File: config.mk
export PLATFORM = sky130hd
export DESIGN_NAME = pts_stat_top
export DESIGN_NICKNAME = d
export VERILOG_FILES = /design/src/shared/pts_pkg.sv /design/src/hdl/pts_stat_top.sv
export SDC_FILE = /design/constraint.sdc
export NUM_CORES = 1
export LEC_CHECK = 0
export BUFFER_PORTS_ARGS = -buffer_cell sky130_fd_sc_hd__buf_2
export CAP_MARGIN = 20
export CORE_AREA = 2 2 290 292
export CTS_CLUSTER_DIAMETER = 200
export DETAILED_ROUTE_END_ITERATION = 16
export DIE_AREA = 0 0 292 294
export GPL_TIMING_DRIVEN = 0
export PLACE_DENSITY_LB_ADDON = 0.1
export SLEW_MARGIN = 5
export SYNTH_ARGS = -nofsm -noshare
export SYNTH_HDL_FRONTEND = slang
export SYNTH_SLANG_ARGS = --single-unit
File: constraint.sdc
create_clock -name clk_sys -period 3 [get_ports clk_sys]
set_clock_uncertainty 0.2 [all_clocks]
set_input_delay 0.9 -clock clk_sys [delete_from_list [all_inputs] [get_ports clk_sys]]
set_output_delay 0.9 -clock clk_sys [all_outputs]
set_load 0.05 [all_outputs]
File: src/shared/pts_pkg.sv
// Shared constants and carrier types for the PCS test and RX statistics block
`default_nettype none
package pts_pkg;
  localparam int DATA_W = 32;
  localparam int ADDR_W = 8;
  // Register byte offsets
  localparam logic [7:0] OFF_CTRL = 8'h00;
  localparam logic [7:0] OFF_STATUS = 8'h04;
  localparam logic [7:0] OFF_MISCNT = 8'h08;
  localparam logic [7:0] OFF_MAXLEN = 8'h0c;
  // Control register fields
  localparam int CTRL_RXTEST_BIT = 0;
  localparam int CTRL_TXTEST_BIT = 1;
  localparam int CTRL_REPLACE_BIT = 2;
  localparam int CTRL_VALUE_LSB = 8;
  localparam logic [31:0] CTRL_RST = 32'h0000_0000;
  localparam logic [31:0] CTRL_MASK = 32'h0000_ff07;
  // Status register fields
  localparam int STAT_SOS_BIT = 0;
  localparam int STAT_FOUR_BIT = 1;
  localparam int STAT_BIPV_BIT = 2;
  localparam int STAT_BIP_LSB = 8;
  // Frame length limits, in bytes
  localparam logic [13:0] MIN_FRAME = 14'h0040;
  localparam logic [13:0] MAXLEN_RST = 14'h05ee;
  // Histogram lower bounds; each bin ends one below the next bound
  localparam int NBIN = 11;
  localparam logic [13:0] BIN_LO [0:NBIN] = '{
    14'h0040, 14'h0041, 14'h0080, 14'h0100, 14'h0200, 14'h0400,
    14'h05ef, 14'h05f3, 14'h060d, 14'h0800, 14'h1000, 14'h2000};
  // Idle block before scrambling: control sync header, idle block type, zero payload
  localparam logic [1:0] SYNC_CTRL = 2'h2;
  localparam logic [7:0] IDLE_TYPE = 8'h1e;
  localparam logic [63:0] IDLE_PAYLOAD = {56'h0, IDLE_TYPE};
  localparam logic [57:0] SCR_SEED = 58'h3ff_ffff_ffff_ffff;
  // Active PCS lane counts for each attachment
  localparam logic [4:0] LANES_FOUR = 5'h04;
  localparam logic [4:0] LANES_TEN = 5'h0a;

  typedef struct packed {
    logic endValid;
    logic [13:0] len;
    logic fcsErr;
    logic otherErr;
  } pts_pkt_s;

  typedef struct packed {
    logic [7:0] totalBytes;
    logic [3:0] totalPackets;
    logic [13:0] goodBytes;
    logic goodPacket;
    logic crcFail;
    logic [NBIN-1:0] sizeBin;
  } pts_stat_s;
endpackage : pts_pkg
`default_nettype wire

File: src/hdl/pts_stat_top.sv
// PCS test pattern, marker parity override and RX statistics increments
`timescale 1ns/10ps
`default_nettype none
module pts_stat_top #(
  parameter int NBLK = 4
) (
  // Clock and reset
  input wire logic clk_sys,
  input wire logic resetn,
  // AXI4-Lite slave
  input wire logic [pts_pkg::ADDR_W-1:0] s_axi_awaddr,
  input wire logic s_axi_awvalid,
  output logic s_axi_awready,
  input wire logic [31:0] s_axi_wdata,
  input wire logic [3:0] s_axi_wstrb,
  input wire logic s_axi_wvalid,
  output logic s_axi_wready,
  output logic [1:0] s_axi_bresp,
  output logic s_axi_bvalid,
  input wire logic s_axi_bready,
  input wire logic [pts_pkg::ADDR_W-1:0] s_axi_araddr,
  input wire logic s_axi_arvalid,
  output logic s_axi_arready,
  output logic [31:0] s_axi_rdata,
  output logic [1:0] s_axi_rresp,
  output logic s_axi_rvalid,
  input wire logic s_axi_rready,
  // Static lane mode pin
  input wire logic four_lane_select,
  output logic [4:0] activeLanes,
  // Receive PCS side
  input wire logic rxSignalOsIn,
  input wire logic [NBLK*66-1:0] rxBlocks,
  input wire logic rxMarkerStrobe,
  input wire logic [7:0] rxMarkerByteIn,
  input wire logic rxLaneAligned,
  output logic rx_signal_ordered_set_seen,
  output logic [2:0] rxTestMismatch,
  output logic [7:0] rx_marker_parity_byte,
  output logic rx_marker_parity_byte_valid,
  // Receive MAC side
  input wire logic [7:0] rxBytesIn,
  input wire pts_pkg::pts_pkt_s rxPkt,
  output var pts_pkg::pts_stat_s rxStat,
  // Transmit PCS side
  input wire logic txMarkerStrobe,
  input wire logic [7:0] txMarkerByteIn,
  output logic [7:0] txMarkerByteOut,
  output logic txMarkerValid,
  output logic [NBLK*66-1:0] txTestBlocks,
  output logic txTestValid
);
  logic [31:0] ctrl;
  logic [13:0] maxLen;
  logic [31:0] misCount;
  logic sosSticky;
  logic [2:0] fourSync;
  logic fourStable;
  logic [pts_pkg::ADDR_W-1:0] awAddr;
  logic [31:0] wData;
  logic [3:0] wStrb;
  logic awHeld;
  logic wHeld;
  logic doWrite;
  logic [31:0] wMask;
  logic rxTestEn;
  logic txTestEn;
  logic replaceEn;
  logic [7:0] replaceValue;
  logic [2:0] next_mismatch;
  logic [57:0] txScr;
  logic [57:0] next_txScr;
  logic [NBLK*66-1:0] next_txBlocks;
  logic [pts_pkg::NBIN-1:0] binHit;
  logic pktGood;
  logic sosClear;
  logic misClear;

  assign rxTestEn = ctrl[pts_pkg::CTRL_RXTEST_BIT];
  assign txTestEn = ctrl[pts_pkg::CTRL_TXTEST_BIT];
  assign replaceEn = ctrl[pts_pkg::CTRL_REPLACE_BIT];
  assign replaceValue = ctrl[pts_pkg::CTRL_VALUE_LSB +: 8];
  assign doWrite = awHeld && wHeld && !s_axi_bvalid;
  assign wMask = {{8{wStrb[3]}}, {8{wStrb[2]}}, {8{wStrb[1]}}, {8{wStrb[0]}}};
  assign sosClear = doWrite && awAddr == pts_pkg::OFF_STATUS && wStrb[0]
    && wData[pts_pkg::STAT_SOS_BIT];
  assign misClear = doWrite && awAddr == pts_pkg::OFF_MISCNT;

  // One 64-bit step of the self-synchronising scrambler, x^58 + x^39 + 1
  function automatic logic [121:0] scramble(input logic [57:0] st, input logic [63:0] d);
    logic [57:0] s;
    logic [63:0] q;
    s = st;
    q = '0;
    for (int i = 0; i < 64; i++) begin
      q[i] = d[i] ^ s[38] ^ s[57];
      s = {s[56:0], q[i]};
    end
    return {s, q};
  endfunction : scramble

  // AXI write channel: address and data taken in either order
  always_ff @(posedge clk_sys or negedge resetn) begin
    if (!resetn) begin
      awHeld <= 1'b0;
      wHeld <= 1'b0;
      awAddr <= '0;
      wData <= '0;
      wStrb <= '0;
      s_axi_awready <= 1'b0;
      s_axi_wready <= 1'b0;
      s_axi_bvalid <= 1'b0;
      s_axi_bresp <= 2'h0;
    end else begin
      if (s_axi_awvalid && s_axi_awready) begin
        awHeld <= 1'b1;
        awAddr <= s_axi_awaddr;
        s_axi_awready <= 1'b0;
      end else if (!awHeld && !s_axi_bvalid) begin
        s_axi_awready <= 1'b1;
      end
      if (s_axi_wvalid && s_axi_wready) begin
        wHeld <= 1'b1;
        wData <= s_axi_wdata;
        wStrb <= s_axi_wstrb;
        s_axi_wready <= 1'b0;
      end else if (!wHeld && !s_axi_bvalid) begin
        s_axi_wready <= 1'b1;
      end
      if (doWrite) begin
        awHeld <= 1'b0;
        wHeld <= 1'b0;
        s_axi_bvalid <= 1'b1;
        case (awAddr)
          pts_pkg::OFF_CTRL, pts_pkg::OFF_STATUS, pts_pkg::OFF_MISCNT, pts_pkg::OFF_MAXLEN: begin
            s_axi_bresp <= 2'h0;
          end
          default: begin
            s_axi_bresp <= 2'h3;
          end
        endcase
      end else if (s_axi_bvalid && s_axi_bready) begin
        s_axi_bvalid <= 1'b0;
      end
    end
  end

  // Control and max length registers honour byte strobes; a miscount write loads the current mismatch count (zero if checker off), ignoring strobes
  always_ff @(posedge clk_sys or negedge resetn) begin
    if (!resetn) begin
      ctrl <= pts_pkg::CTRL_RST;
      maxLen <= pts_pkg::MAXLEN_RST;
    end else if (doWrite) begin
      if (awAddr == pts_pkg::OFF_CTRL) begin
        ctrl <= ((ctrl & ~wMask) | (wData & wMask)) & pts_pkg::CTRL_MASK;
      end
      if (awAddr == pts_pkg::OFF_MAXLEN) begin
        maxLen <= (maxLen & ~wMask[13:0]) | (wData[13:0] & wMask[13:0]);
      end
    end
  end

  // AXI read channel
  always_ff @(posedge clk_sys or negedge resetn) begin
    if (!resetn) begin
      s_axi_arready <= 1'b0;
      s_axi_rvalid <= 1'b0;
      s_axi_rdata <= '0;
      s_axi_rresp <= 2'h0;
    end else if (s_axi_arvalid && s_axi_arready) begin
      s_axi_arready <= 1'b0;
      s_axi_rvalid <= 1'b1;
      s_axi_rresp <= 2'h0;
      case (s_axi_araddr)
        pts_pkg::OFF_CTRL: begin
          s_axi_rdata <= ctrl;
        end
        pts_pkg::OFF_STATUS: begin
          s_axi_rdata <= {16'h0, rx_marker_parity_byte, 5'h0, rx_marker_parity_byte_valid,
            fourStable, sosSticky};
        end
        pts_pkg::OFF_MISCNT: begin
          s_axi_rdata <= misCount;
        end
        pts_pkg::OFF_MAXLEN: begin
          s_axi_rdata <= {18'h0, maxLen};
        end
        default: begin
          s_axi_rdata <= '0;
          s_axi_rresp <= 2'h3;
        end
      endcase
    end else if (s_axi_rvalid && s_axi_rready) begin
      s_axi_rvalid <= 1'b0;
      s_axi_arready <= 1'b1;
    end else if (!s_axi_rvalid) begin
      s_axi_arready <= 1'b1;
    end
  end

  // Lane mode pin is asynchronous; accept a level once the last two stages agree
  always_ff @(posedge clk_sys or negedge resetn) begin
    if (!resetn) begin
      fourSync <= '0;
      fourStable <= 1'b0;
      activeLanes <= pts_pkg::LANES_TEN;
    end else begin
      fourSync <= {fourSync[1:0], four_lane_select};
      if (fourSync[1] == fourSync[2]) begin
        fourStable <= fourSync[2];
      end
      activeLanes <= fourStable ? pts_pkg::LANES_FOUR : pts_pkg::LANES_TEN;
    end
  end

  // Signal ordered set: one-cycle pulse out, sticky copy for software; set beats clear
  always_ff @(posedge clk_sys or negedge resetn) begin
    if (!resetn) begin
      rx_signal_ordered_set_seen <= 1'b0;
      sosSticky <= 1'b0;
    end else begin
      rx_signal_ordered_set_seen <= rxSignalOsIn;
      if (rxSignalOsIn) begin
        sosSticky <= 1'b1;
      end else if (sosClear) begin
        sosSticky <= 1'b0;
      end
    end
  end

  // Test pattern checker: descrambled blocks that are not idle count as mismatches
  always_comb begin
    next_mismatch = '0;
    for (int b = 0; b < NBLK; b++) begin
      if (rxBlocks[b*66 +: 66] != {pts_pkg::IDLE_PAYLOAD, pts_pkg::SYNC_CTRL}) begin
        next_mismatch = next_mismatch + 3'h1;
      end
    end
  end

  always_ff @(posedge clk_sys or negedge resetn) begin
    if (!resetn) begin
      rxTestMismatch <= '0;
      misCount <= '0;
    end else begin
      rxTestMismatch <= rxTestEn ? next_mismatch : 3'h0;
      // Saturates rather than wraps so a long soak never reads as clean
      if (misClear) begin
        misCount <= rxTestEn ? {29'h0, next_mismatch} : 32'h0;
      end else if (rxTestEn) begin
        misCount <= (misCount > ~{29'h0, next_mismatch}) ? 32'hffff_ffff : misCount + {29'h0, next_mismatch};
      end
    end
  end

  // Received lane zero marker parity; valid until alignment is lost
  always_ff @(posedge clk_sys or negedge resetn) begin
    if (!resetn) begin
      rx_marker_parity_byte <= '0;
      rx_marker_parity_byte_valid <= 1'b0;
    end else if (!rxLaneAligned) begin
      rx_marker_parity_byte_valid <= 1'b0;
    end else if (rxMarkerStrobe) begin
      rx_marker_parity_byte <= rxMarkerByteIn;
      rx_marker_parity_byte_valid <= 1'b1;
    end
  end

  // Transmit lane zero marker parity, replaced while override is on
  always_ff @(posedge clk_sys or negedge resetn) begin
    if (!resetn) begin
      txMarkerByteOut <= '0;
      txMarkerValid <= 1'b0;
    end else begin
      txMarkerValid <= txMarkerStrobe;
      if (txMarkerStrobe) begin
        txMarkerByteOut <= replaceEn ? replaceValue : txMarkerByteIn;
      end
    end
  end

  // Test pattern generator: idle blocks through a running scrambler
  always_comb begin
    logic [121:0] step;
    step = '0;
    next_txScr = txScr;
    next_txBlocks = '0;
    for (int b = 0; b < NBLK; b++) begin
      step = scramble(next_txScr, pts_pkg::IDLE_PAYLOAD);
      next_txScr = step[121:64];
      next_txBlocks[b*66 +: 66] = {step[63:0], pts_pkg::SYNC_CTRL};
    end
  end

  always_ff @(posedge clk_sys or negedge resetn) begin
    if (!resetn) begin
      txScr <= pts_pkg::SCR_SEED;
      txTestBlocks <= '0;
      txTestValid <= 1'b0;
    end else begin
      txTestValid <= txTestEn;
      if (txTestEn) begin
        txScr <= next_txScr;
        txTestBlocks <= next_txBlocks;
      end else begin
        txTestBlocks <= '0;
      end
    end
  end

  // Size histogram: one comparator pair per bin
  genvar g;
  generate
    for (g = 0; g < pts_pkg::NBIN; g++) begin : gBin
      assign binHit[g] = rxPkt.len >= pts_pkg::BIN_LO[g] && rxPkt.len < pts_pkg::BIN_LO[g+1];
    end
  endgenerate

  assign pktGood = rxPkt.endValid && !rxPkt.fcsErr && !rxPkt.otherErr;

  // Increments are registered: zero unless their event occurred on the cycle before
  always_ff @(posedge clk_sys or negedge resetn) begin
    if (!resetn) begin
      rxStat <= '0;
    end else begin
      rxStat.totalBytes <= rxBytesIn;
      rxStat.totalPackets <= {3'h0, rxPkt.endValid};
      rxStat.goodBytes <= pktGood ? rxPkt.len : 14'h0;
      rxStat.goodPacket <= pktGood;
      rxStat.crcFail <= rxPkt.endValid && rxPkt.fcsErr && rxPkt.len >= pts_pkg::MIN_FRAME
        && rxPkt.len <= maxLen;
      rxStat.sizeBin <= rxPkt.endValid ? binHit : '0;
    end
  end
endmodule : pts_stat_top
`default_nettype wire

**Yosys cells after proc, flatten, opt, wreduce, memory -nomap -nowiden**

Cells that the tools add are included.

- Memory bits (writable): 0
- Bits in latches: 0
- Output and inout bits: 372
- ROM bits: 0
- Input bits: 369
- Bits in registers: 516
- Word-level logic and storage cells: 442
- Memories: 0

- Divide/modulo/power cells: 0
- Reductions and logical operators: 49
- Muxes and demuxes: 36
- Shift operators: 0
- $mul: 0
- Equality and inequality tests: 13
- $lt $le $gt $ge: 24
- Bitwise gates (word level): 281
- Add/sub/neg operators: 4

Operators by type and width:

| kind | count |
|---|---|
| two-way mux 264 bit | 1 |
| inequality test 66 x 7 -> 1 bit (second input constant) | 4 |
| XOR 1 bit | 256 |
| case mux 32 bit (4 select lines) | 1 |
| two-way mux 32 bit | 3 |
| >= comparator 14 x 11 -> 1 bit (second input constant) | 4 |
| < comparator 14 x 11 -> 1 bit (second input constant) | 4 |
| adder 32 x 3 -> 32 bit | 1 |
| bitwise AND 16 bit | 2 |
| == test 8 x 4 -> 1 bit (second input constant) | 4 |
| greater-than comparator 32 bit | 1 |
| inverter 3 -> 32 bit | 1 |
| logical AND 1 bit | 29 |
| bitwise AND 14 bit | 2 |
| >= comparator 14 x 7 -> 1 bit (second input constant) | 2 |
| two-way mux 1 bit | 20 |
| == test 8 x 3 -> 1 bit (second input constant) | 2 |
| zero test 8 bit | 2 |
| inverter 1 bit | 16 |
| inverter 16 bit | 1 |
| OR 16 bit | 1 |
| nonzero test 2 bit | 8 |
| two-way mux 3 bit | 5 |
| >= comparator 14 x 10 -> 1 bit (second input constant) | 1 |
| 26 further kinds | 36 |

**Longest topological paths before layout**

Gate-level depths: netlist of the first run.

- Depth in word-level cells: 13
- Mapped depth: 19

**Worst setup path before layout of the first run**

Ideal clock, no wire load.

- Path kind: input to register
- Start: input port rxBlocks[66]
- End: register misCount[7]
- Stages on the path: 17
- Arrival: 4.600 ns
- Slack: -1.922 ns
- Setup time: 0.121 ns
- Data required time: 2.679 ns
- Cell sequence: or4_1 nor3_1 nand3_1 ha_1 xor2_1 ha_1 nand2_1 o31ai_1 ha_1 nor2b_1 o21a_1 o211a_1 a31oi_1 clkbuf_1 nand3_1 a21oi_1 nor2_1

- Cells in the longest elaborated chain, start to end: 11
- Elaborated cells between the ends (all ways): 12

RTL lines:

| element | line | text |
|---|---|---|
| start: declaration | pts_stat_top.sv:33 | `input wire logic [NBLK*66-1:0] rxBlocks,` |
| inequality test 66 x 7 -> 1 bit * | pts_stat_top.sv:235 | `if (rxBlocks[b*66 +: 66] != {pts_pkg::IDLE_PAYLOAD, pts_pkg::SYNC_CTRL}) begin` |
| two-way mux 3 bit * | pts_stat_top.sv:235 |  |
| adder 3 x 1 -> 3 bit | pts_stat_top.sv:236 | `next_mismatch = next_mismatch + 3'h1;` |
| two-way mux 3 bit * | pts_stat_top.sv:235 |  |
| adder 3 x 1 -> 3 bit | pts_stat_top.sv:236 |  |
| two-way mux 3 bit * | pts_stat_top.sv:235 |  |
| inverter 3 -> 32 bit | pts_stat_top.sv:251 | `misCount <= (misCount > ~{29'h0, next_mismatch}) ? 32'hffff_ffff : misCount + {29'h0, next_mismatch};` |
| greater-than comparator 32 bit | pts_stat_top.sv:251 |  |
| two-way mux 32 bit * | pts_stat_top.sv:251 |  |
| two-way mux 32 bit * | pts_stat_top.sv:250 | `end else if (rxTestEn) begin` |
| two-way mux 32 bit * | pts_stat_top.sv:248 | `if (misClear) begin` |
| end signal: assignment | pts_stat_top.sv:249 | `misCount <= rxTestEn ? {29'h0, next_mismatch} : 32'h0;` |
| end signal: assignment | pts_stat_top.sv:251 |  |
| end: declaration | pts_stat_top.sv:55 | `logic [31:0] misCount;` |

Every way passes the cells marked *; elsewhere a longest branch is shown, timed or not. The select of a mux whose other input is x is not followed.
A chain may end at the register's enable or synchronous reset.

**Worst setup path after layout of the first run**

- Start: input port rxBlocks[92]
- End: register misCount[20]

The elaborated chain is that of the path after synthesis.

==> results by group, run 1 <==
Worst setup path
  – Crit path kind: in2reg
  – Reg2Reg Depth: 8
  – Reg2Reg Setup Slack: -0.09 ns
  – Data arrival time of the worst path: 4.40 ns
  – Crit end category: flip-flop
  – RR Endpoint: misCount[14]
  – Critical path required time: 3.34 ns
  – Critical path peak fanout: 4
  – Setup crit end: misCount[20]
  – CP max-delay cell: or4_4
  – CP Cell Sequence: buf_6 > or4_4 > nor3_4 > nand3_4 > ha_4 > xor2_4 > buf_6 > xor2_4 > ha_4 > fa_2 > and2_4 > o2111ai_4 > nor3_4 > nand2_2 > o21ai_2 > a21oi_2 > a311oi_2
  – RR Startpoint: misCount[18]
  – CP Launch Type: primary input
  – Beginning of the critical path: rxBlocks[92]
  – Max stage delay on crit path: 0.53 ns

Power and ir drop
  – Static leakage power: ~15 nW
  – P_int: about 17 mW
  – Cell Pwr Density: 992 nW/um^2
  – VDD IR max: between 0.5 and 0.6 mV
  – Sequential share of power: between 30 and 40%
  – Sw power: between 10 and 15 mW
  – Comb pwr share: between 40 and 50%
  – Sw Share: between 40% and 50%
  – Clock power frac: about 25%

Finish
  – Layout cells sized above 1: between 40% and 50%
  – Final nets: 3122
  – Cell Count, Final, Fillers Out: about 3900
  – Fin util: between 30% and 40%
  – Syn-to-layout area delta: 38.9%

Placed design
  – Final GP Congestion: between 0.8 and 0.9
  – Post-placement cell count: about 3700
  – PortBufs: 712
  – Detail Placement HPWL: 69300 um

Synthesis
  – Most frequent cell after synthesis: dfrtp_1
  – Netlist cell types: just under 70
  – Synth cell count leaders: dfrtp_1, nor2_1, xnor2_1
  – EDFF count, synth: 0
  – Primary FF master, synth: dfrtp_1
  – Ys Warns: 0
  – Average size of a mapped cell: between 10 and 15 um^2
  – Dominant cells by area after synthesis: dfrtp_1, dfstp_2, xnor2_1
  – Synth Register Bits: between 500 and 600
  – Register area share after synthesis: about three fifths
  – Mapped Cells: about 1900
  – Top-area cell type share of the netlist area: 50.3%
  – Asr flop ratio synth: 100%
  – Synth area leader: dfrtp_1
  – Synth Cell Area: 21700 um^2

Global routing
  – First-pass GRT wire length: about 130000 um
  – Total track usage: between 20% and 30%
  – Largest net degree at the start of global routing: 105
  – GRT overflow: 0
  – Vias in the first global route: between 15000 and 20000
  – Initial antenna violation count: 6

Worst hold path
  – Hold Path Class: reg2reg
  – Hold_sp: fourSync[0]

Clock network
  – CTS buffer count: 60
  – Clk slew on worst S/H paths: around 0.060 ns
  – Clk sinks: 504
  – Max Buffers Root-to-Sink: 3
  – Clock Latency Late Sink: approximately 0.64 ns
  – CTS tree: yes
  – CTS root buf: clkbuf_16
  – H-tree Lvls: 2

Detailed routing
  – Routed vias/inst: 4.59
  – DR vias: around 18000
  – Residual DRC: 0
  – First-iteration detailed-routing DRC count: 740
  – Routed wire length: just under 90000 um
  – Antenna viol nets, final: 0
  – Wire per inst: about 23 um
  – First-pass iteration count of the detailed router: 5

STA
  – Fin crit share: 135%
  – Crit path time final: 4.06 ns
  – Final TNS setup: -29.85 ns
  – Final Slew Violations: 0
  – RSZ-0062 raised after global routing: yes
  – Hold Fails Final Rpt: 0
  – Endpoints failing setup: 32
  – Min setup slack post-route: -1.06 ns
  – Actual slew at the worst max-slew pin: 0.981 ns
  – FMAX: 246 MHz
  – Rel. slew slack: between 30% and 40%

Floorplan
  – Die ar.: approximately 86000 um^2
  – Placeable Area: 82900 um^2
  – Starting Density: around a quarter
  – IO Pins: 741
  – Core Rows: 106
  – Chip height: 294 um
  – Die width: just under 300 um

Job
  – Max_cap viols: 0

Status
  – Failing checks: negative setup slack
  – Status: finished with violations
-- flip-flops by register name (all words and copies together) (netlist names), 2 cells and up, named ones only --
register	count
wStrb	2
s_axi_rdata	32
awAddr	8
rx_marker_parity_byte	8
activeLanes	2
rxTestMismatch	3
wData	16
misCount	32
fourSync	3
txMarkerByteOut	8
txTestBlocks	257
rxStat	36
txScr	58
-- power by group through the flow --
stage / Clock [mW] / Sequential (mW) / Combinational, mW
floorplan: 0 / 11.2 / 7.12
global placement: 0 / 9.18 / 13.2
detailed placement: 0 / 9.19 / 13.2
CTS: 7.68 / 9.08 / 13.4
global route: 7.97 / 9.19 / 14.5
finish: 7.46 / 9.07 / 13.4
-- stage by stage --
stage	power [mW]	instance area (um^2)	worst slack, ns	hold slack [ns]
after CTS	30.2	29600	-1.04	0.137
final	29.9	30200	-1.06	0.146
after detailed placement	22.4	27100	-2.50	0.136
after global routing	31.7	30200	-1.20	0.152
after global placement	22.3	26900	-10.04	0.133
after floorplan	18.3	22000	-1.40	0.131
-- placed cells by master (no fill, tap or decap), drive strengths merged, types with 61 or more instances in the layout --
cell type  Yosys  layout
a21o          61      61
and2         114     114
buf           34     792
clkbuf       103     178
dfrtp        437     437
dfstp         67      67
nand2         89      89
nor2         212     212
nor4          74      74
xnor2        123     123
xor2         121     121
-- layer usage --
metal / GRT usage [%] / part of all wire, % / vias to the layer above
li1: - / - / 8123
met1: 25.4 / 42 / 8918
met2: 34.9 / 50 / 557
met3: 4.59 / 5.8 / 131
met4: 5.41 / 2.8 / 2
met5: 0 / 0.015 / -
-- layout make-up --
class                           instances  area (um^2)
Tap cell                             1080         1350
Inverter                               29          109
Antenna cell                            2         5.00
Sequential cell                       504        12700
Clock inverter                         37          392
Timing Repair Buffer                  760         4190
Fill cell                            8368        52700
Buffer                                137          664
Multi-Input combinational cell       1239         9120
Clock buffer                           76         1660
-- kinds of logic (layout without fill, tap and decap cells) --
group / count (synthesis) / after routing / synth area share [%]
simple gates: 649 / 649 / 15.4
flops: 504 / 504 / 58.4
xor+xnor: 244 / 244 / 9.83
compound gates: 243 / 243 / 7.68
buf+inv: 166 / 1039 / 3.24
mux: 71 / 71 / 4.05
fa+ha+maj: 23 / 23 / 1.35
other cells: 1 / 11 / 0.0173
-- critical path, delay by kind of cell --
kind,cells,cell delay (ns)
buffers and inverters,2,0.23
and+or+nand+nor,6,1.55
xor gates and xnor gates,2,0.38
adders and majority gates,3,0.68
AOI/OAI and AO/OA,4,0.64
-- how the worst min path moves through the flow --
stage                         end  slack, ns  cells after the start
floorplan             fourSync[1]       0.13                      0
global placement      fourSync[1]       0.13                      0
detailed placement    fourSync[1]       0.14                      0
CTS                 txMarkerValid       0.14                      1
global route        txMarkerValid       0.15                      1
finish                fourSync[1]       0.15                      0
-- timing repair --
item | 4_1_cts | 5_1_grt
gates resized for setup | 54 | 92
hold buffers | 1 | 0
hold endpoints to repair | 25 | 0
endpoints found under the setup margin | 105 | 89
cloned | 1 | 1
buffers inserted | 22 | 14
pin swaps | 22 | 47
Power figures use the tool's default switching activity.
==> run 2: changes to the inputs <==
Settings changed: CORE_AREA 2 2 290 292 to 2 2 292 294, CTS_CLUSTER_SIZE from default to 8, DIE_AREA 0 0 292 294 to 0 0 294 296.
==> results by group, run 2 (synthesis gave the netlist of run 1 again) <==
Global routing
  – Most Used Layer, Global Route: met2
  – Vias in the first global route: ~19000
  – GRT overflow: 0
  – Met1 usage: between 20% and 30%
  – Met3 Usage GRT: 3.22%
  – First-pass GRT wire length: between 100000 and 150000 um
  – Total track usage: around a fifth
  – Initial antenna violation count: 8
  – Largest net degree at the start of global routing: ~110
  – Met2 usage: around 37%

Worst setup path
  – Critical path peak fanout: 6
  – Data arrival time of the worst path: about 4.5 ns
  – CP Launch Type: primary input
  – Critical path required time: around 3.3 ns
  – Crit path kind: in2reg
  – Crit end category: flip-flop

Placed design
  – Post-placement cell count: between 3000 and 4000
  – Final GP Congestion: between 0.9 and 1
  – PortBufs: a little over 700
  – Detail Placement HPWL: approximately 71000 um

Finish
  – Cell Count, Final, Fillers Out: a little under 4000
  – Largest Register: txTestBlocks
  – # fillers: ~8600
  – Layout cells sized above 1: approximately two fifths
  – Flip-flop count of the largest register after layout: roughly 260
  – Syn-to-layout area delta: 38.8%
  – Final nets: ~3100
  – Most common cell after layout, fill and taps aside: buf_2
  – Most frequent cells in the layout: buf_2, dfrtp_1, nor2_1, clkbuf_1, xnor2_1
  – Largest registers: txTestBlocks (257), txScr (58), rxStat (36)

Clock network
  – Clk slew on worst S/H paths: 0.06 ns
  – Clk sinks: slightly above 500
  – H-tree Lvls: 3
  – Max Buffers Root-to-Sink: 3
  – CTS root buf: clkbuf_16
  – Clock Latency Late Sink: 0.61 ns
  – CTS buffer count: a little over 70
  – CTS Hold Buffers Added: 0
  – CTS tree: yes

STA
  – Minimum hold slack: about 0.13 ns
  – Crit path time final: between 4 and 5 ns
  – Final Slew Violations: 0
  – Fin crit share: 141%
  – Actual slew at the worst max-slew pin: 1.09 ns
  – Endpoints failing setup: 32
  – Min setup slack post-route: -1.22 ns
  – Rel. slew slack: between 20% and 30%
  – RSZ-0062 raised after global routing: yes
  – Hold Fails Final Rpt: 0
  – FMAX: 237 MHz
  – Final TNS setup: -36.51 ns

Floorplan
  – Starting Density: 25.8%
  – Chip height: 296 um
  – Die ar.: between 80000 and 90000 um^2
  – Core Rows: between 100 and 150
  – Die width: 294 um
  – Placeable Area: about 84000 um^2
  – IO Pins: about 740

Detailed routing
  – Wire per inst: roughly 23 um
  – First-iteration detailed-routing DRC count: between 700 and 800
  – First-pass iteration count of the detailed router: 5
  – Routed vias/inst: between 4 and 5
  – Residual DRC: 0
  – Routed wire length: 91300 um
  – Antenna viol nets, final: 0
  – DR vias: about 18000

Power and ir drop
  – VDD IR max: roughly 0.36 mV
  – Cell Pwr Density: ~1000 nW/um^2
  – PnR Total Power: roughly 30 mW
  – Static leakage power: between 15 and 20 nW

Worst hold path
  – Hold Path Class: in2async

Status
  – Failing checks: negative setup slack
  – Status: finished with violations

Job
  – Max_cap viols: 0
[run 2: worst max-delay path, cell delays in order]
cell      delay (ns)
buf_8           0.11
nor4_2          0.24
nand4_1         0.33
nor3_4          0.25
nand3_2         0.14
ha_4            0.32
xor2_4          0.23
ha_4            0.24
nand2_4         0.07
o31ai_4         0.10
ha_4            0.25
nor2b_4         0.12
o21a_1          0.19
o211a_4         0.26
a31oi_4         0.29
buf_6           0.16
and3_4          0.18
a311oi_1        0.09
[run 2: routing by layer]
| metal | part of all wire [%] | vias to the layer above |
|---|---|---|
| li1 | - | 8156 |
| met1 | 41 | 8925 |
| met2 | 52 | 617 |
| met3 | 4.4 | 109 |
| met4 | 2.4 | 0 |
| met5 | 0 | - |
[run 2: timing repair]
| item | in CTS | in global routing |
|---|---|---|
| gates cloned | 1 | 1 |
| endpoints found under the setup margin | 132 | 101 |
| setup buffers | 24 | 15 |
| pin swaps | 30 | 24 |
| resized for setup | 71 | 62 |
[run 2: worst paths after layout]
check | slack [ns] | depth (start not counted) | endpoint | start
max | -1.22 | 18 | misCount[19] | rxBlocks[36]
min reg2reg | 0.15 | 0 | fourSync[1] | fourSync[0]
max in group asynchronous | 0.90 | 3 | rx_marker_parity_byte[6] | resetn
max reg2reg | -0.04 | 8 | misCount[26] | misCount[18]
min | 0.13 | 1 | txTestBlocks[22] | resetn
min in group clk_sys | 0.15 | 0 | fourSync[1] | fourSync[0]
[run 2: power by group]
| group | total [mW] | internal [mW] | leakage, nW | switching [mW] |
|---|---|---|---|---|
| combinational | 13.6 | 4.50 | 7.61 | 9.13 |
| clock | 7.72 | 4.58 | 0.999 | 3.14 |
| sequential | 9.09 | 8.32 | 6.59 | 0.771 |
| total | 30.4 | 17.4 | 15.2 | 13.0 |
[run 2: area by class of cell]
cell class,instances,area (um^2),share of cell area [%]
flip-flops and latches,504,12700,42.1
multi-input cells,1239,9080,30.1
repair buffers,763,4150,13.7
clock buffers,126,2030,6.71
well taps,1090,1360,4.52
plain buffers,137,667,2.21
inverters,29,109,0.361
clock inverters,5,83.8,0.278
diodes,3,7.51,0.0249
[run 2: per-stage QoR]
| step | area [um^2] | worst slack (ns) | utilization (%) |
|---|---|---|---|
| 4_1_cts | 29800 | -1.22 | 35.3 |
| 3_3_place_gp | 26900 | -9.98 | 32.0 |
| 3_5_place_dp | 27100 | -2.42 | 32.2 |
| 6_report | 30200 | -1.22 | 35.8 |
| 5_1_grt | 30200 | -1.40 | 35.8 |
| 2_1_floorplan | 22000 | -1.40 | - |
